==> src/core_cfg.svh <==
// Opcode, field and timing constants for the branch, bit and modify decoder.
`ifndef CORE_CFG_SVH
`define CORE_CFG_SVH
`define RESET_PC 16'h0000
`define HI_BTB 4'h0
`define HI_BRANCH 4'h2
`define HI_DIR 4'h3
`define HI_INH_A 4'h4
`define HI_INH_X 4'h5
`define HI_IX1 4'h6
`define HI_IX 4'h7
`define OP_MUL 8'h42
`define OP_CLEAR_MASK 8'h9A
`define OP_SET_MASK 8'h9B
`define FN_NEG 4'h0
`define FN_COM 4'h3
`define FN_LSR 4'h4
`define FN_ROR 4'h6
`define FN_ASR 4'h7
`define FN_LSL 4'h8
`define FN_ROL 4'h9
`define FN_DEC 4'hA
`define FN_INC 4'hC
`define FN_TST 4'hD
`define FN_CLR 4'hF
`define CYC_BRANCH 4'h3
`define CYC_BTB 4'h5
`define CYC_RMW_INH 4'h3
`define CYC_RMW_MEM 4'h5
`define CYC_RMW_IX1 4'h6
`define CYC_TST_MEM 4'h4
`define CYC_TST_IX1 4'h5
`define CYC_MASK 4'h2
`define CYC_MUL 4'hB
`define CYC_BAD 4'h2
`define LEN_ONE 2'h1
`define LEN_TWO 2'h2
`define LEN_THREE 2'h3
`endif

==> src/core_pkg.sv <==
// Types shared by the decoder and the sequencer.
package core_pkg;
   typedef enum logic [2:0] {
      CL_BAD = 3'b000,
      CL_BRANCH = 3'b001,
      CL_BTB = 3'b010,
      CL_RMW = 3'b011,
      CL_MASK = 3'b100,
      CL_MUL = 3'b101
   } class_e;
   typedef enum logic [2:0] {
      MD_A = 3'b000,
      MD_X = 3'b001,
      MD_DIR = 3'b010,
      MD_IX = 3'b011,
      MD_IX1 = 3'b100
   } mode_e;
   typedef struct packed {
      logic [3:0] cnt;
      logic [15:0] pc;
      logic [7:0] op;
      logic [7:0] b1;
      logic [7:0] b2;
      logic [7:0] dat;
      logic [7:0] acc;
      logic [7:0] idx;
      logic flag_h;
      logic flag_i;
      logic flag_n;
      logic flag_z;
      logic flag_c;
      logic [1:0] pin_sync;
      logic [15:0] pm_addr;
      logic [7:0] dm_addr;
      logic dm_rd;
      logic dm_wr;
      logic [7:0] dm_wdata;
      logic done;
      logic bad;
   } state_s;
endpackage : core_pkg

==> src/dec_if.sv <==
// Opcode in, decoded class, mode, function, length and cycle count out.
`timescale 1ns/1ps
interface dec_if;
   import core_pkg::*;
   logic [7:0] op;
   class_e cls;
   mode_e mode;
   logic [3:0] fn;
   logic [1:0] nbytes;
   logic [3:0] ncyc;
   modport dec (input op, output cls, mode, fn, nbytes, ncyc);
   modport user (output op, input cls, mode, fn, nbytes, ncyc);
endinterface : dec_if

==> src/op_decode.sv <==
// Combinational opcode decoder for the branch, bit and modify groups.
`timescale 1ns/1ps
`include "core_cfg.svh"
module op_decode
   import core_pkg::*;
(
   dec_if.dec d
);
   logic [3:0] hi;
   logic [3:0] lo;
   logic legal_fn;

   assign hi = d.op[7:4];
   assign lo = d.op[3:0];
   assign legal_fn = (lo == `FN_NEG) || (lo == `FN_COM) || (lo == `FN_LSR) ||
                     (lo == `FN_ROR) || (lo == `FN_ASR) || (lo == `FN_LSL) ||
                     (lo == `FN_ROL) || (lo == `FN_DEC) || (lo == `FN_INC) ||
                     (lo == `FN_TST) || (lo == `FN_CLR);

   always_comb begin
      d.cls = CL_BAD;
      d.mode = MD_A;
      d.fn = lo;
      d.nbytes = `LEN_ONE;
      d.ncyc = `CYC_BAD;
      if (hi == `HI_BRANCH) begin
         d.cls = CL_BRANCH;
         d.nbytes = `LEN_TWO;
         d.ncyc = `CYC_BRANCH;
      end else if (hi == `HI_BTB) begin
         d.cls = CL_BTB;
         d.mode = MD_DIR;
         d.nbytes = `LEN_THREE;
         d.ncyc = `CYC_BTB;
      end else if (d.op == `OP_MUL) begin
         d.cls = CL_MUL;
         d.ncyc = `CYC_MUL;
      end else if (d.op == `OP_SET_MASK || d.op == `OP_CLEAR_MASK) begin
         d.cls = CL_MASK;
         d.ncyc = `CYC_MASK;
      end else if (legal_fn && hi >= `HI_DIR && hi <= `HI_IX) begin
         d.cls = CL_RMW;
         case (hi)
            `HI_INH_A: begin
               d.mode = MD_A;
               d.ncyc = `CYC_RMW_INH;
            end
            `HI_INH_X: begin
               d.mode = MD_X;
               d.ncyc = `CYC_RMW_INH;
            end
            `HI_DIR: begin
               d.mode = MD_DIR;
               d.nbytes = `LEN_TWO;
               d.ncyc = (lo == `FN_TST) ? `CYC_TST_MEM : `CYC_RMW_MEM;
            end
            `HI_IX: begin
               d.mode = MD_IX;
               d.ncyc = (lo == `FN_TST) ? `CYC_TST_MEM : `CYC_RMW_MEM;
            end
            default: begin
               d.mode = MD_IX1;
               d.nbytes = `LEN_TWO;
               d.ncyc = (lo == `FN_TST) ? `CYC_TST_IX1 : `CYC_RMW_IX1;
            end
         endcase
      end
   end
endmodule : op_decode

==> src/core_seq.sv <==
// Instruction sequencer: fetch, operand access and execute with exact timing.
`timescale 1ns/1ps
`include "core_cfg.svh"
module core_seq
   import core_pkg::*;
(
   // Clock and reset
   input wire logic CLK_SYS,
   input wire logic SRST,
   // Program memory, data one cycle after the address
   output logic [15:0] PM_ADDR,
   input wire logic [7:0] PM_DATA,
   // Data memory, read data valid in the cycle the address is shown
   output logic [7:0] DM_ADDR,
   output logic DM_RD,
   output logic DM_WR,
   output logic [7:0] DM_WDATA,
   input wire logic [7:0] DM_RDATA,
   // External interrupt pin
   input wire logic INT_PIN,
   // Core state
   output logic [15:0] PC,
   output logic [7:0] ACC,
   output logic [7:0] IDX,
   output logic [4:0] CCR,
   output logic INSTR_DONE,
   output logic BAD_OPCODE
);
   state_s s_r;
   state_s s_nxt;
   dec_if dif ();

   logic [7:0] opnd;
   logic [7:0] res;
   logic carry_nxt;
   logic base;
   logic taken;
   logic tbit;
   logic [7:0] off;
   logic [15:0] prod;
   logic last;

   // During the opcode cycle the byte is decoded straight off the bus.
   assign dif.op = (s_r.cnt == 4'h1) ? PM_DATA : s_r.op;

   op_decode u_dec (
      .d(dif)
   );

   assign last = (s_r.cnt == dif.ncyc - 4'h1);
   assign prod = s_r.idx * s_r.acc;

   always_comb begin
      opnd = s_r.dm_rd ? DM_RDATA : s_r.dat;
      if (dif.mode == MD_A) begin
         opnd = s_r.acc;
      end else if (dif.mode == MD_X) begin
         opnd = s_r.idx;
      end
      res = opnd;
      carry_nxt = s_r.flag_c;
      case (dif.fn)
         `FN_NEG: begin
            res = 8'h00 - opnd;
            carry_nxt = (opnd != 8'h00);
         end
         `FN_COM: begin
            res = ~opnd;
            carry_nxt = 1'b1;
         end
         `FN_LSR: begin
            res = {1'b0, opnd[7:1]};
            carry_nxt = opnd[0];
         end
         `FN_ROR: begin
            res = {s_r.flag_c, opnd[7:1]};
            carry_nxt = opnd[0];
         end
         `FN_ASR: begin
            res = {opnd[7], opnd[7:1]};
            carry_nxt = opnd[0];
         end
         `FN_LSL: begin
            res = {opnd[6:0], 1'b0};
            carry_nxt = opnd[7];
         end
         `FN_ROL: begin
            res = {opnd[6:0], s_r.flag_c};
            carry_nxt = opnd[7];
         end
         `FN_DEC: res = opnd - 8'h01;
         `FN_INC: res = opnd + 8'h01;
         `FN_CLR: res = 8'h00;
         default: res = opnd;
      endcase
   end

   // Condition pairs share op[3:1]; op[0] picks the "true" side.
   always_comb begin
      case (s_r.op[3:1])
         3'h1: base = s_r.flag_c | s_r.flag_z;
         3'h2: base = s_r.flag_c;
         3'h3: base = s_r.flag_z;
         3'h4: base = s_r.flag_h;
         3'h5: base = s_r.flag_n;
         3'h6: base = s_r.flag_i;
         3'h7: base = s_r.pin_sync[1];
         default: base = 1'b0;
      endcase
      tbit = s_r.dat[s_r.op[3:1]];
      // A relative branch decides in its last cycle, while its offset byte
      // is still on the program bus; a bit branch has latched its offset.
      if (dif.cls == CL_BTB) begin
         taken = s_r.op[0] ? ~tbit : tbit;
         off = s_r.b2;
      end else begin
         taken = s_r.op[0] ? base : ~base;
         off = PM_DATA;
      end
   end

   always_comb begin
      s_nxt = s_r;
      // The pin is asynchronous; only the second stage feeds the branch
      // test, which costs two cycles of lag on a pin change.
      s_nxt.pin_sync = {s_r.pin_sync[0], INT_PIN};
      s_nxt.done = 1'b0;
      s_nxt.bad = 1'b0;
      s_nxt.dm_rd = 1'b0;
      s_nxt.dm_wr = 1'b0;
      s_nxt.cnt = s_r.cnt + 4'h1;
      s_nxt.pm_addr = s_r.pm_addr + 16'h0001;
      if (s_r.cnt == 4'h1) begin
         s_nxt.op = PM_DATA;
      end
      if (s_r.cnt == 4'h2) begin
         s_nxt.b1 = PM_DATA;
      end
      if (s_r.cnt == 4'h3) begin
         s_nxt.b2 = PM_DATA;
      end
      if (s_r.dm_rd) begin
         s_nxt.dat = DM_RDATA;
      end
      if (dif.cls == CL_RMW || dif.cls == CL_BTB) begin
         if (dif.mode == MD_IX && s_r.cnt == 4'h1) begin
            s_nxt.dm_addr = s_r.idx;
            s_nxt.dm_rd = 1'b1;
         end else if (dif.mode == MD_DIR && s_r.cnt == 4'h2) begin
            s_nxt.dm_addr = PM_DATA;
            s_nxt.dm_rd = 1'b1;
         end else if (dif.mode == MD_IX1 && s_r.cnt == 4'h2) begin
            s_nxt.dm_addr = s_r.idx + PM_DATA;
            s_nxt.dm_rd = 1'b1;
         end
      end
      if (last) begin
         s_nxt.cnt = 4'h0;
         s_nxt.done = 1'b1;
         // Every instruction, taken or not, ends at its fixed cycle.
         s_nxt.pc = s_r.pc + {14'h0000, dif.nbytes};
         case (dif.cls)
            CL_BRANCH: begin
               if (taken) begin
                  s_nxt.pc = s_r.pc + 16'h0002 + {{8{off[7]}}, off};
               end
            end
            CL_BTB: begin
               s_nxt.flag_c = tbit;
               if (taken) begin
                  s_nxt.pc = s_r.pc + 16'h0003 + {{8{off[7]}}, off};
               end
            end
            CL_RMW: begin
               s_nxt.flag_c = carry_nxt;
               s_nxt.flag_n = res[7];
               s_nxt.flag_z = (res == 8'h00);
               if (dif.fn != `FN_TST) begin
                  if (dif.mode == MD_A) begin
                     s_nxt.acc = res;
                  end else if (dif.mode == MD_X) begin
                     s_nxt.idx = res;
                  end else begin
                     s_nxt.dm_wr = 1'b1;
                     s_nxt.dm_wdata = res;
                  end
               end
            end
            // The opcode register only loads at the end of cycle 1, so a
            // two-cycle instruction takes its bit from the live decode input.
            CL_MASK: s_nxt.flag_i = dif.op[0];
            CL_MUL: begin
               s_nxt.idx = prod[15:8];
               s_nxt.acc = prod[7:0];
               s_nxt.flag_h = 1'b0;
               s_nxt.flag_c = 1'b0;
            end
            default: s_nxt.bad = 1'b1;
         endcase
         s_nxt.pm_addr = s_nxt.pc;
      end
   end

   always_ff @(posedge CLK_SYS) begin
      if (SRST) begin
         s_r <= '0;
         s_r.pc <= `RESET_PC;
         s_r.pm_addr <= `RESET_PC;
         s_r.flag_i <= 1'b1;
      end else begin
         s_r <= s_nxt;
      end
   end

   assign PM_ADDR = s_r.pm_addr;
   assign DM_ADDR = s_r.dm_addr;
   assign DM_RD = s_r.dm_rd;
   assign DM_WR = s_r.dm_wr;
   assign DM_WDATA = s_r.dm_wdata;
   assign PC = s_r.pc;
   assign ACC = s_r.acc;
   assign IDX = s_r.idx;
   assign CCR = {s_r.flag_h, s_r.flag_i, s_r.flag_n, s_r.flag_z, s_r.flag_c};
   assign INSTR_DONE = s_r.done;
   assign BAD_OPCODE = s_r.bad;
endmodule : core_seq

==> config.mk <==
export PLATFORM = sky130hd
export DESIGN_NAME = core_seq
export DESIGN_NICKNAME = d
export VERILOG_FILES = /design/src/core_pkg.sv /design/src/dec_if.sv /design/src/op_decode.sv /design/src/core_seq.sv
export VERILOG_INCLUDE_DIRS = /design/src /design/src/src
export SDC_FILE = /design/constraint.sdc
export NUM_CORES = 1
export LEC_CHECK = 0
export ABC_AREA = 1
export BUFFER_PORTS_ARGS = -buffer_cell sky130_fd_sc_hd__buf_2
export CAP_MARGIN = 20
export CORE_UTILIZATION = 35
export CTS_CLUSTER_DIAMETER = 60
export DETAILED_ROUTE_END_ITERATION = 10
export GPL_ROUTABILITY_DRIVEN = 0
export GPL_TIMING_DRIVEN = 0
export PLACE_DENSITY = 0.64
export RECOVER_POWER = 50
export SLEW_MARGIN = 20
export SYNTH_ARGS = -nofsm -noshare
export SYNTH_HDL_FRONTEND = slang
export SYNTH_SLANG_ARGS = --single-unit
export TNS_END_PERCENT = 50
==> constraint.sdc <==
create_clock -name CLK_SYS -period 4.9 [get_ports CLK_SYS]
set_input_delay 1.225 -clock CLK_SYS [delete_from_list [all_inputs] [get_ports CLK_SYS]]
set_output_delay 1.225 -clock CLK_SYS [all_outputs]
set_load 0.01 [all_outputs]
* Yosys cells after proc, flatten, opt, wreduce, memory -nomap -nowiden
Cells that the tools add are included.
** Word-level totals
- Register bits after elaboration :: 102
- Input bits :: 19
- Output and inout port bits :: 73
- Word-level logic and storage cells :: 184
** Operators by class
- Add/subtract/negate cells :: 12
- $mul :: 1
- Magnitude comparators :: 3
- Equality and inequality tests :: 43
- Muxes and demuxes :: 54
- Bitwise operators :: 10
- Reductions and logical operators :: 42
** Operators with widths (count)
- 8-bit one-hot mux with 10 select lines :: 1
- 16-bit two-way mux :: 4
- 8-bit two-way mux :: 8
- 16-bit one-hot mux with 2 select lines :: 2
- 9-bit two-way mux :: 4
- 16-bit adder :: 2
- 16-bit by 2-bit adder with 16-bit output (second input constant) :: 2
- 3-bit two-way mux :: 9
- 4-bit by 3-bit equality test with 1-bit output (second input constant) :: 6
- 4-bit equality test (second input constant) :: 6
- 4-bit by 2-bit equality test with 1-bit output (second input constant) :: 5
- 4-bit two-way mux :: 5
- 3-bit by 2-bit equality test with 1-bit output (second input constant) :: 6
- 3-bit equality test (second input constant) :: 6
- 2-bit two-way mux :: 9
- 16-bit by 1-bit adder with 16-bit output (second input constant) :: 1
- 16-bit by 2-bit adder with 16-bit output :: 1
- 8-bit equality test (second input constant) :: 2
- 8-bit by 8-bit multiplier with 16-bit output :: 1
- 1-bit logical OR :: 12
- 3-bit one-hot mux with 4 select lines :: 1
- 2-bit OR reduction :: 6
- 5-bit AND reduction :: 2
- 5-bit OR reduction :: 2
- 37 further kinds :: 62

* Logic depth before layout (Yosys ltp)
Gate-level depths: netlist of run 1.
- Depth in word-level cells :: 29
- Gate-level depth with buffers :: 38
- Depth with buffers taken out :: 37

* Cells and area by module
From an unflattened synthesis of run 1, not the netlist that was laid out.
** Unflattened totals
- Cell total of the unflattened synthesis :: 1691
- Area total of the unflattened synthesis :: 11028.1 sq um
** By module, submodules not included
- core_seq :: instances 1, cells an instance 1620, area each 10676.5 sq um, seq. area each 2042.0 sq um
- op_decode :: instances 1, cells an instance 71, area each 351.6 sq um, seq. area each 0.0 sq um

* Worst setup path before layout of run 1
No wires, ideal clock.
- Kind :: input to register
- From :: input port PM_DATA[3]
- To :: register s_r (netlist bit PC[14])
- Setup time :: 0.074 ns
- Data arrival time :: 4.654 ns
- Required time :: 4.826 ns
- Slack :: 0.171 ns
- Stages on the path :: 34
- Buffers on the path :: 0
- Cells stage by stage :: inv_1 nand3_1 nand2_1 nor2_1 nand2_2 nand3_2 nor2_1 nand2_2 nand2_1 nor3_1 inv_1 nand2_1 inv_1 ha_1 inv_1 fa_1 nor3_1 inv_1 nor3_1 nand2_1 nor2_1 inv_1 nor2_1 inv_1 nor2_1 inv_1 nor2_1 inv_1 nor3_1 xor2_1 nand2_1 o21ai_0 nand2_1 o21ai_0
** On the way
- Cells in the longest elaborated chain, start to end :: 24
- Elaborated cells on any way between the ends :: 58
- Those cells by class :: add/sub (4); eq/ne (16); mux (24); reduce/logical (14)
** Ends and longest elaborated chain
- start: declaration :: RTL line core_seq.sv:12 : input wire logic [7:0] PM_DATA,
- 8-bit two-way mux
- 4-bit by 2-bit equality test with 1-bit output (no source line) / 4-bit logical NOT (equally long branches)
- 1-bit logical OR (10 in a row) :: RTL line op_decode.sv:15 : assign legal_fn = (lo == `FN_NEG) || (lo == `FN_COM) || (lo == `FN_LSR) ||
- 1-bit logical AND (no source line) (2 in a row)
- 2-bit two-way mux :: RTL line op_decode.sv:41 : end else if (legal_fn && hi >= `HI_DIR && hi <= `HI_IX) begin
- 3-bit two-way mux :: RTL line op_decode.sv:38 : end else if (d.op == `OP_SET_MASK || d.op == `OP_CLEAR_MASK) begin
- 3-bit two-way mux :: RTL line op_decode.sv:35 : end else if (d.op == `OP_MUL) begin
- 3-bit two-way mux :: RTL line op_decode.sv:30 : end else if (hi == `HI_BTB) begin
- 3-bit two-way mux :: RTL line op_decode.sv:26 : if (hi == `HI_BRANCH) begin
- 3-bit by 2-bit equality test with 1-bit output :: RTL line core_seq.sv:113, core_seq.sv:162
- 8-bit two-way mux :: RTL line core_seq.sv:113 : if (dif.cls == CL_BTB) begin
- 16-bit adder, on equally long branches :: RTL line core_seq.sv:171, core_seq.sv:165
- 16-bit two-way mux, on equally long branches :: RTL line core_seq.sv:170, core_seq.sv:164
- 16-bit one-hot mux with 2 select lines :: RTL line core_seq.sv:162 : case (dif.cls)
- end signal: assignment :: RTL line core_seq.sv:211 : s_r <= s_nxt;
- end: declaration :: RTL line core_seq.sv:29 : state_s s_r;
Parallel ways exist; a longest one is shown, timed or not.
A chain may end at the register's enable or synchronous reset.

* Final worst setup path of run 1
- From :: input port PM_DATA[0]
- To :: register s_r (netlist bit CCR[2])
** On the way
- Cells in the longest elaborated chain, start to end :: 24
- Elaborated cells on any way between the ends :: 59
- Those cells by class :: add/sub (4); eq/ne (16); mux (22); bitwise (1); reduce/logical (16)
** Ends and longest elaborated chain
- 8-bit two-way mux (*)
- 4-bit by 2-bit equality test with 1-bit output / 4-bit logical NOT (equally long branches) :: RTL line core_seq.sv:62 : case (dif.fn)
- 1-bit logical OR (10 in a row) :: RTL line op_decode.sv:15
- 1-bit logical AND (no source line) (2 in a row)
- 3-bit two-way mux :: RTL line op_decode.sv:41
- 3-bit two-way mux :: RTL line op_decode.sv:38
- 3-bit two-way mux :: RTL line op_decode.sv:35
- 3-bit two-way mux :: RTL line op_decode.sv:30
- 3-bit two-way mux :: RTL line op_decode.sv:26
- 3-bit by 1-bit equality test with 1-bit output :: RTL line core_seq.sv:57 : end else if (dif.mode == MD_X) begin
- 8-bit two-way mux :: RTL line core_seq.sv:57
- 8-bit two-way mux :: RTL line core_seq.sv:55 : if (dif.mode == MD_A) begin
- 8-bit by 1-bit adder with 8-bit output, or another cell as far along :: RTL line core_seq.sv:92 : `FN_INC: res = opnd + 8'h01;
- 8-bit one-hot mux with 10 select lines :: RTL line core_seq.sv:62
Every way passes the cells marked *; elsewhere a longest branch is shown, timed or not.

==> tab_implementation.tex, run 1 <==
\begin{tabular}{lr}
\hline
Metric & Value \\
\hline
\multicolumn{2}{l}{\textbf{Status}} \\
\quad Run status & finished clean \\
\multicolumn{2}{l}{\textbf{Route}} \\
\quad Routed wire length & 32900 um \\
\quad Drt first pass iters & 7 \\
\quad Routed wl met3 & between 2000 and 2500 um \\
\quad Length of routed wiring on met1 & about 15000 um \\
\quad DRC violation count after routing & 0 \\
\quad Antenna viol nets, final & 0 \\
\quad Via density & approximately 5.1 \\
\quad Met2 Wirelength & 14600 um \\
\quad Routed length per placed instance & 15.8 um \\
\quad Vias after detailed routing & approximately 11000 \\
\quad Top layer reached by signal wires & met4 \\
\quad DRC marker count from the first detailed-route iteration & 800 \\
\multicolumn{2}{l}{\textbf{Logic synthesis}} \\
\quad Total nets after synthesis & 1677 \\
\quad Sequential element share of the synthesized area & 0.193 \\
\quad Most common flop cell mapped by yosys & sky130\_fd\_sc\_hd\_\_dfxtp\_1 \\
\quad Mean area per synthesized cell & 6.90 um2 \\
\quad Top cells by count, synth & 293 x sky130\_fd\_sc\_hd\_\_nand2\_1, 210 x sky130\_fd\_sc\_hd\_\_inv\_1, 139 x sky130\_fd\_sc\_hd\_\_nor2\_1 \\
\quad Cells after synthesis & $\sim$1500 \\
\quad Top area cells in the synthesized netlist & sky130\_fd\_sc\_hd\_\_dfxtp\_1 19\%, sky130\_fd\_sc\_hd\_\_ha\_1 10\%, sky130\_fd\_sc\_hd\_\_nand2\_1 10\% \\
\quad Leading area contributor after synthesis & sky130\_fd\_sc\_hd\_\_dfxtp\_1 \\
\quad Post-synthesis cell area & between 10000 and 15000 um2 \\
\quad Number of warnings reported in the yosys synthesis log & 0 \\
\quad Number of distinct library cell variants in the gate-level netlist after synthesis & 68 \\
\quad Share of synthesized flip-flops with an asynchronous set or reset & 0 \\
\quad Proportion of netlist area held by the largest area contributor & 0.193 \\
\quad Flops \& latches, synth & slightly above 100 \\
\quad Most common cell in the netlist & sky130\_fd\_sc\_hd\_\_nand2\_1 \\
\quad Number of flops mapped to enable cells by yosys & 0 \\
\multicolumn{2}{l}{\textbf{Clock network}} \\
\quad Clock tree from TritonCTS & yes \\
\quad TritonCTS buffer count & 9 \\
\quad Clock sink count & 102 \\
\quad Post-CTS Hold Fix Bufs & 0 \\
\quad Clock latency reported for the late side of the worst-skew pair & 0.36 ns \\
\quad Number of buffers on the longest clock path & 2 \\
\quad Root Buffer & sky130\_fd\_sc\_hd\_\_clkbuf\_16 \\
\quad Clock transition at path regs & 0.08 ns \\
\quad H-Tree Depth & 3 \\
\multicolumn{2}{l}{\textbf{Layout}} \\
\quad Diodes inserted & 0 \\
\quad Number of cells in the finished layout apart from fillers & approximately 2100 \\
\quad Register cell area after layout & 2070 um2 \\
\quad Total area of multi-input combinational cells & 7270 um2 \\
\quad Ratio of cells with drive above 1 in the final layout & 0.245 \\
\quad Fill cell count & 3049 \\
\quad Synth-to-Final Area Change & 21.4\% \\
\quad Total Nets Final & 1840 \\
\multicolumn{2}{l}{\textbf{Floorplan}} \\
\quad Floorplan die width & 176 um \\
\quad Die outline area & 30900 um2 \\
\quad Starting density of the core & 0.356 \\
\quad Number of rows created at floorplan & 63 \\
\quad Num ports & 92 \\
\quad Vertical die dimension & around 180 um \\
\quad Floorplan Core Area & a little under 30000 um2 \\
\multicolumn{2}{l}{\textbf{Timing}} \\
\quad Final count of negative-setup-slack endpoints & 0 \\
\quad Slew headroom & 0.388 \\
\quad Worst setup skew after layout & 0.0162 ns \\
\quad Actual transition at the worst max-transition pin & 0.910 ns \\
\quad Highest achievable clock rate & 212 MHz \\
\quad Tcrit/Tclk final & 0.964 \\
\quad Min cycle time layout & 4.73 ns \\
\quad Worst-case setup margin in the final layout & 0.175 ns \\
\quad Hold Fails Final Rpt & 0 \\
\quad Setup repair after global routing missed its margin & true \\
\quad Final-report max-slew violation count & 0 \\
\multicolumn{2}{l}{\textbf{Critical path}} \\
\quad Startpoint type of the worst setup path & input pin \\
\quad Startpoint of the worst-slack reg-to-reg timing path & ACC[3]\$\_SDFFE\_PP0P\_ \\
\quad Worst path arrival time & 4.96 ns \\
\quad Class of the most critical setup path & in2reg \\
\quad Critical path buffers and inverters & 6 \\
\quad Nature of the critical path endpoint & register \\
\quad Critical path's slowest cell & sky130\_fd\_sc\_hd\_\_ha\_1 \\
\quad Data required time at the worst endpoint & about 5.1 ns \\
\quad Top Family by Delay on Critical Path & simple AND/OR/NAND/NOR gates \\
\quad Most common cell on crit path & sky130\_fd\_sc\_hd\_\_nand2\_1 \\
\quad Largest fanout of any net on the critical path & 10 \\
\quad Start point of the critical path & PM\_DATA[0] \\
\quad CP max stage delay & 0.34 ns \\
\multicolumn{2}{l}{\textbf{Placed design}} \\
\quad Port Buffer Count & 90 \\
\quad Inst Count DP & 2009 \\
\quad Pre-CTS worst setup slack & -0.832 ns \\
\quad HPWL after DPL & $\sim$25000 um \\
\multicolumn{2}{l}{\textbf{Global route}} \\
\quad Global-route wire length before repair & 50100 um \\
\quad Residual overflow from global routing & 0 \\
\quad Number of antenna violations at the first check in global routing & 0 \\
\quad All-Layer GR Usage & 0.204 \\
\quad Vias in the first global route & between 9000 and 10000 \\
\quad Largest net degree at the start of global routing & 19 \\
\multicolumn{2}{l}{\textbf{Job}} \\
\quad Number of violations of the max-capacitance limit & 0 \\
\multicolumn{2}{l}{\textbf{Min path}} \\
\quad Hold wc startpoint & s\_nxt[37]\$\_SDFF\_PP0\_ \\
\quad Worst hold-check path type & reg2reg \\
\hline
\end{tabular}
## cells by family after synthesis
group	Yosys count	synth area share
and+or+nand+nor	620	0.272
buffers and inverters	344	0.152
AOI/OAI and AO/OA	282	0.157
adders and majority gates	129	0.182
DFF	102	0.193
xor gates and xnor gates	47	0.0390
muxes	4	0.00415
other	1	0.000355
## final cells by class
class,count,area share
Timing Repair Buffer,153,0.0739
Clock inverter,6,0.00420
Inverter,231,0.0698
Buffer,112,0.0673
Clock buffer,9,0.0176
Tap cell,390,0.0381
Multi-Input combinational cell,1083,0.567
Sequential cell,102,0.162
## metrics by stage
step	area [um2]	util	hold slack [ns]	setup TNS [ns]
floorplan	10600	-	0.388	0
global placement	11500	0.388	0.399	-23.33
detailed placement	11500	0.388	0.405	-26.51
CTS	11900	0.401	0.420	0
global route	12800	0.432	0.460	-0.566
finish	12800	0.432	0.412	0
## path summary, 6_finish.rpt
kind                    endpoint  slack (ns)  depth (start not counted)
max reg2reg  IDX[6]$_SDFFE_PP0P_        0.22                         21
min           s_r[37]$_SDFF_PP0_        0.41                          2
min reg2reg   s_r[37]$_SDFF_PP0_        0.41                          2
max          CCR[2]$_SDFFE_PP0P_        0.17                         31
## what timing repair did
action | CTS | global route
setup endpoints to repair | 33 | 38
pin swaps | 4 | 57
endpoints found under the hold margin | 0 | 0
gates resized for setup | 46 | 175
setup buffers | 2 | 61
## cells in the final DEF, fill, tap and decap left out, types with 21 or more instances in the layout
cell type,instances
sky130_fd_sc_hd__a21oi_1,76
sky130_fd_sc_hd__buf_2,72
sky130_fd_sc_hd__buf_4,109
sky130_fd_sc_hd__clkbuf_1,35
sky130_fd_sc_hd__clkbuf_4,26
sky130_fd_sc_hd__dfxtp_1,92
sky130_fd_sc_hd__fa_1,37
sky130_fd_sc_hd__ha_1,82
sky130_fd_sc_hd__inv_1,199
sky130_fd_sc_hd__inv_2,23
sky130_fd_sc_hd__nand2_1,286
sky130_fd_sc_hd__nand2_2,21
sky130_fd_sc_hd__nand3_1,70
sky130_fd_sc_hd__nor2_1,128
sky130_fd_sc_hd__o21ai_0,90
sky130_fd_sc_hd__xor2_1,34
## state kept, by name (all words and copies together) (netlist names), 4 cells and up
name,cells
ACC,8
CCR,4
DM_ADDR,8
DM_WDATA,8
IDX,8
PC,16
PM_ADDR,16
s_r,29
## worst reg2reg max path: cells and delay by family (launching register included)
family	cells	cell delay [ns]
adders and majority gates	5	2.35
and+or+nand+nor	7	0.79
AOI/OAI and AO/OA	5	0.64
buffers and inverters	4	0.43
DFF	1	0.36
## per-layer routing
layer,up-vias,global-route usage
met4,0,0.0598
met1,4933,0.284
li1,5247,-
met5,-,0
met2,372,0.323
met3,60,0.0335
Power of run 1 is left out: the tool's default activity adds up to more than one toggle a clock period on the data nets, which glitch-free logic cannot reach.
==> run 2: changes to the inputs <==
Settings changed: ABC_AREA 1 to unset.
==> tab_implementation.tex, run 2 <==
\begin{tabular}{lr}
\hline
Metric & Value \\
\hline
\multicolumn{2}{l}{\textbf{Timing}} \\
\quad Hold Fails Final Rpt & 0 (unchanged) \\
\quad Slew headroom & 0.363 (-0.0254) \\
\quad Worst-case setup margin in the final layout & -0.0363 ns (-0.211 ns) \\
\quad Setup repair after global routing missed its margin & true \\
\quad Worst setup skew after layout & 0.0192 ns (+0.00303 ns) \\
\quad Hold Worst Slack & 0.452 ns (+0.0394 ns) \\
\quad Tcrit/Tclk final & 1.01 (+0.0431) \\
\quad Highest achievable clock rate & 203 MHz (-4.3\%) \\
\quad Final-report max-slew violation count & 0 (unchanged) \\
\quad Min cycle time layout & 4.94 ns (+0.211 ns) \\
\quad Setup\_tns & -0.0363 ns (-0.0363 ns) \\
\quad Actual transition at the worst max-transition pin & 0.948 ns (+0.0372 ns) \\
\quad Final count of negative-setup-slack endpoints & 1 (+1) \\
\multicolumn{2}{l}{\textbf{Logic synthesis}} \\
\quad Number of warnings reported in the yosys synthesis log & 0 (unchanged) \\
\quad Number of distinct library cell variants in the gate-level netlist after synthesis & 99 (+46\%) \\
\quad Flops \& latches, synth & 102 (unchanged) \\
\quad Total nets after synthesis & 1451 (-13\%) \\
\quad Sequential element share of the synthesized area & 0.195 (+0.00136) \\
\quad Share of synthesized flip-flops with an asynchronous set or reset & 0 (unchanged) \\
\quad Number of flops mapped to enable cells by yosys & 0 (unchanged) \\
\quad Top area cells in the synthesized netlist & sky130\_fd\_sc\_hd\_\_dfxtp\_1 19\%, sky130\_fd\_sc\_hd\_\_ha\_1 11\%, sky130\_fd\_sc\_hd\_\_fa\_1 7.8\% \\
\quad Most common flop cell mapped by yosys & sky130\_fd\_sc\_hd\_\_dfxtp\_1 \\
\quad Proportion of netlist area held by the largest area contributor & 0.195 (+0.00136) \\
\quad Post-synthesis cell area & 10500 um2 (-0.70\%) \\
\quad Top cells by count, synth & 150 x sky130\_fd\_sc\_hd\_\_nand2\_1, 103 x sky130\_fd\_sc\_hd\_\_nor2\_1, 102 x sky130\_fd\_sc\_hd\_\_dfxtp\_1 \\
\quad Leading area contributor after synthesis & sky130\_fd\_sc\_hd\_\_dfxtp\_1 \\
\quad Mean area per synthesized cell & 8.04 um2 (+17\%) \\
\quad Cells after synthesis & 1303 (-15\%) \\
\quad Most common cell in the netlist & sky130\_fd\_sc\_hd\_\_nand2\_1 \\
\multicolumn{2}{l}{\textbf{Critical path}} \\
\quad Startpoint of the worst-slack reg-to-reg timing path & ACC[5]\$\_SDFFE\_PP0P\_ \\
\quad Reg2reg path depth & 16 (-24\%) \\
\quad Worst path arrival time & 5.17 ns (+0.21 ns) \\
\quad Critical path buffers and inverters & 5 (-1) \\
\quad Top Family by Delay on Critical Path & compound AO/OA/AOI/OAI gates \\
\quad Largest fanout of any net on the critical path & 8 (-2) \\
\quad Class of the most critical setup path & in2reg \\
\quad Nature of the critical path endpoint & register \\
\quad Cells traversed along the worst timing path & buf\_8 -> or4b\_4 -> a311oi\_4 -> buf\_6 -> o22a\_2 -> buf\_8 -> o21ai\_4 -> a221oi\_4 -> inv\_2 -> ha\_4 -> a21oi\_4 -> a21oi\_2 -> nor2\_2 -> o311a\_1 -> a211oi\_4 -> o41ai\_4 -> a22oi\_2 -> buf\_4 -> o2111ai\_2 -> a21oi\_2 \\
\quad Startpoint type of the worst setup path & input pin \\
\quad Setup slack of the most critical reg-to-reg path & 0.16 ns (-0.06 ns) \\
\quad CP max stage delay & 0.56 ns (+0.22 ns) \\
\quad Critical path's slowest cell & sky130\_fd\_sc\_hd\_\_or4b\_4 \\
\quad Data required time at the worst endpoint & 5.13 ns (about the same) \\
\quad Reg-to-reg endpoint & IDX[6]\$\_SDFFE\_PP0P\_ \\
\multicolumn{2}{l}{\textbf{Layout}} \\
\quad Utilization of the core after routing & 0.441 (+0.00866) \\
\quad Largest register by flop count & s\_r \\
\quad Max reg flops & 29 (unchanged) \\
\quad Synth-to-Final Area Change & 22.4\% \\
\quad Commonest cells after routing, fill and taps aside & 146 x sky130\_fd\_sc\_hd\_\_nand2\_1, 109 x sky130\_fd\_sc\_hd\_\_buf\_4, 100 x sky130\_fd\_sc\_hd\_\_nor2\_1 \\
\quad Commonest non-fill, non-tap cell in the layout & sky130\_fd\_sc\_hd\_\_nand2\_1 \\
\quad Register cell area after layout & 2060 um2 (-0.72\%) \\
\quad Ratio of cells with drive above 1 in the final layout & 0.276 (+0.0308) \\
\quad Fill cell count & 2841 (-6.8\%) \\
\quad Total Nets Final & 1588 (-14\%) \\
\quad Number of cells in the finished layout apart from fillers & 1830 (-12\%) \\
\quad Total area of multi-input combinational cells & 7950 um2 (+9.3\%) \\
\multicolumn{2}{l}{\textbf{Floorplan}} \\
\quad Num ports & 92 (unchanged) \\
\quad Floorplan Core Area & 29100 um2 (-1.8\%) \\
\quad Floorplan die width & 175 um (-0.35\%) \\
\quad Number of rows created at floorplan & 62 (-1.6\%) \\
\quad Die outline area & 30600 um2 (-0.69\%) \\
\quad Vertical die dimension & 175 um (-0.35\%) \\
\quad Starting density of the core & 0.360 (+0.00417) \\
\multicolumn{2}{l}{\textbf{Min path}} \\
\quad Worst hold-check path type & reg2reg \\
\quad Endpoint with the worst hold slack & s\_r[69]\$\_SDFFE\_PP0N\_ \\
\quad Hold-critical path depth & 2 (unchanged) \\
\quad Hold wc startpoint & s\_r[69]\$\_SDFFE\_PP0N\_ \\
\multicolumn{2}{l}{\textbf{Clock network}} \\
\quad TritonCTS buffer count & 9 (unchanged) \\
\quad Clock latency reported for the late side of the worst-skew pair & 0.38 ns (+0.02 ns) \\
\quad Root Buffer & sky130\_fd\_sc\_hd\_\_clkbuf\_16 \\
\quad Clock transition at path regs & 0.08 ns (about the same) \\
\quad Clock sink count & 102 (unchanged) \\
\quad H-Tree Depth & 3 (unchanged) \\
\quad Number of buffers on the longest clock path & 2 (unchanged) \\
\quad Clock tree from TritonCTS & yes \\
\multicolumn{2}{l}{\textbf{Route}} \\
\quad DRC violation count after routing & 0 (unchanged) \\
\quad Via density & 5.45 (+7.2\%) \\
\quad Antenna viol nets, final & 0 (unchanged) \\
\quad DRC marker count from the first detailed-route iteration & 631 (-21\%) \\
\quad Routed wire length & 32800 um (-0.20\%) \\
\quad Drt first pass iters & 6 (-1) \\
\quad Routed length per placed instance & 17.9 um (+14\%) \\
\quad Vias after detailed routing & 9976 (-6.0\%) \\
\multicolumn{2}{l}{\textbf{Placed design}} \\
\quad HPWL after DPL & 24900 um (-0.62\%) \\
\quad Port Buffer Count & 89 (-1.1\%) \\
\quad Inst Count DP & 1776 (-12\%) \\
\multicolumn{2}{l}{\textbf{Status}} \\
\quad Run status & finished with violations \\
\quad Failing checks & negative setup slack \\
\multicolumn{2}{l}{\textbf{Global route}} \\
\quad Residual overflow from global routing & 0 (unchanged) \\
\quad Largest net degree at the start of global routing & 19 (unchanged) \\
\quad Number of antenna violations at the first check in global routing & 1 (+1) \\
\quad Global-route wire length before repair & 51100 um (+2.1\%) \\
\quad All-Layer GR Usage & 0.211 (+0.00669) \\
\quad Vias in the first global route & 9635 (+0.11\%) \\
\multicolumn{2}{l}{\textbf{Power and ir drop}} \\
\quad Internal Dissipation & 3.40 mW \\
\quad Proportion of power drawn by combinational gates & 0.709 \\
\quad Switching power share of the total & 0.489 \\
\quad Sequential share of power & 0.167 \\
\quad Leakage & 5.90 nW \\
\quad Clock network fraction of total power & 0.124 \\
\quad Worst VDD drop & 0.324 mV \\
\quad Power density over the cells & 519 nW/um2 \\
\quad NetSw & 3.25 mW \\
\multicolumn{2}{l}{\textbf{Job}} \\
\quad Number of violations of the max-capacitance limit & 0 (unchanged) \\
\hline
\end{tabular}
[run 2: how the worst max path moves through the flow]
| stage | start | endpoint | slack [ns] | cells past startpoint |
|---|---|---|---|---|
| 2_1_floorplan | PM_DATA[7] | CCR[1]$_SDFFE_PP0P_ | -0.05 | 18 |
| 3_3_place_gp | PM_DATA[2] | ACC[7]$_SDFFE_PP0P_ | -1.19 | 19 |
| 3_5_place_dp | PM_DATA[1] | PM_ADDR[9]$_SDFF_PP0_ | -1.25 | 14 |
| 4_1_cts | PM_DATA[6] | PM_ADDR[15]$_SDFF_PP0_ | -0.03 | 20 |
| 5_1_grt | PM_DATA[7] | IDX[7]$_SDFFE_PP0P_ | -0.10 | 20 |
| 6_report | PM_DATA[7] | IDX[7]$_SDFFE_PP0P_ | -0.04 | 20 |
[run 2: layout make-up]
cell class,instances,share of cell area
Buffer,132,0.0725
Antenna cell,1,0.000195
Clock buffer,9,0.0176
Multi-Input combinational cell,983,0.620
Sequential cell,102,0.160
Timing Repair Buffer,130,0.0603
Inverter,82,0.0242
Tap cell,384,0.0375
Clock inverter,7,0.00800
[run 2: kinds of logic (layout without fill, tap and decap cells)]
logic type,after synthesis,after routing,synth area share
multiplexers,48,48,0.0516
flip-flops,102,102,0.195
XOR/XNOR,68,68,0.0568
AND/OR/NAND/NOR,452,452,0.211
other,1,2,0.000358
buffers and inverters,218,360,0.106
adder cells (fa/ha/maj),129,129,0.183
AO/OA/AOI/OAI,285,285,0.196
[run 2: repair_timing]
action / in CTS / in global routing
endpoints found under the setup margin: 67 / 54
hold endpoints to repair: 0 / 0
resized for setup: 85 / 84
hold buffers: 0 / 0
buffers inserted: 32 / 9
pin swaps: 26 / 38
[run 2: worst reg2reg max path, cell delays in order, from the launching register on]
cell                       delay (ns)
sky130_fd_sc_hd__dfxtp_1         0.42
sky130_fd_sc_hd__buf_4           0.23
sky130_fd_sc_hd__nand2_1         0.09
sky130_fd_sc_hd__fa_1            0.47
sky130_fd_sc_hd__fa_1            0.55
sky130_fd_sc_hd__inv_1           0.05
sky130_fd_sc_hd__fa_1            0.51
sky130_fd_sc_hd__fa_1            0.49
sky130_fd_sc_hd__ha_1            0.34
sky130_fd_sc_hd__a21oi_2         0.18
sky130_fd_sc_hd__nand2b_1        0.12
sky130_fd_sc_hd__a21boi_0        0.13
sky130_fd_sc_hd__o31a_1          0.30
sky130_fd_sc_hd__o41ai_2         0.27
sky130_fd_sc_hd__xnor2_1         0.16
sky130_fd_sc_hd__nand2_1         0.10
sky130_fd_sc_hd__a311oi_2        0.27
[run 2: power by group through the flow]
| stage | Clock (mW) | Sequential (mW) | Combinational, mW |
|---|---|---|---|
| 5_1_grt | 0.860 | 1.14 | 5.05 |
| 3_3_place_gp | 0 | 1.13 | 3.75 |
| 4_1_cts | 0.833 | 1.11 | 4.25 |
| 2_1_floorplan | 0 | 1.08 | 2.85 |
| 6_report | 0.825 | 1.11 | 4.72 |
| 3_5_place_dp | 0 | 1.13 | 3.83 |
[run 2: per-stage QoR]
stage	power [mW]	instance area [um2]	setup WS [ns]
2_1_floorplan	3.94	10600	-0.0464
3_3_place_gp	4.87	11500	-1.19
3_5_place_dp	4.96	11500	-1.25
4_1_cts	6.19	12400	-0.0339
5_1_grt	7.05	12800	-0.103
6_report	6.66	12800	-0.0363
[run 2: routing by layer]
layer | global-route usage | share of wire | vias to the layer above
met1 | 0.267 | 0.42 | 4771
met2 | 0.354 | 0.48 | 357
li1 | - | - | 4754
met5 | 0 | 0 | -
met4 | 0.0906 | 0.037 | 0
met3 | 0.0331 | 0.066 | 94
No activity file was read; power rests on OpenSTA's default activity.
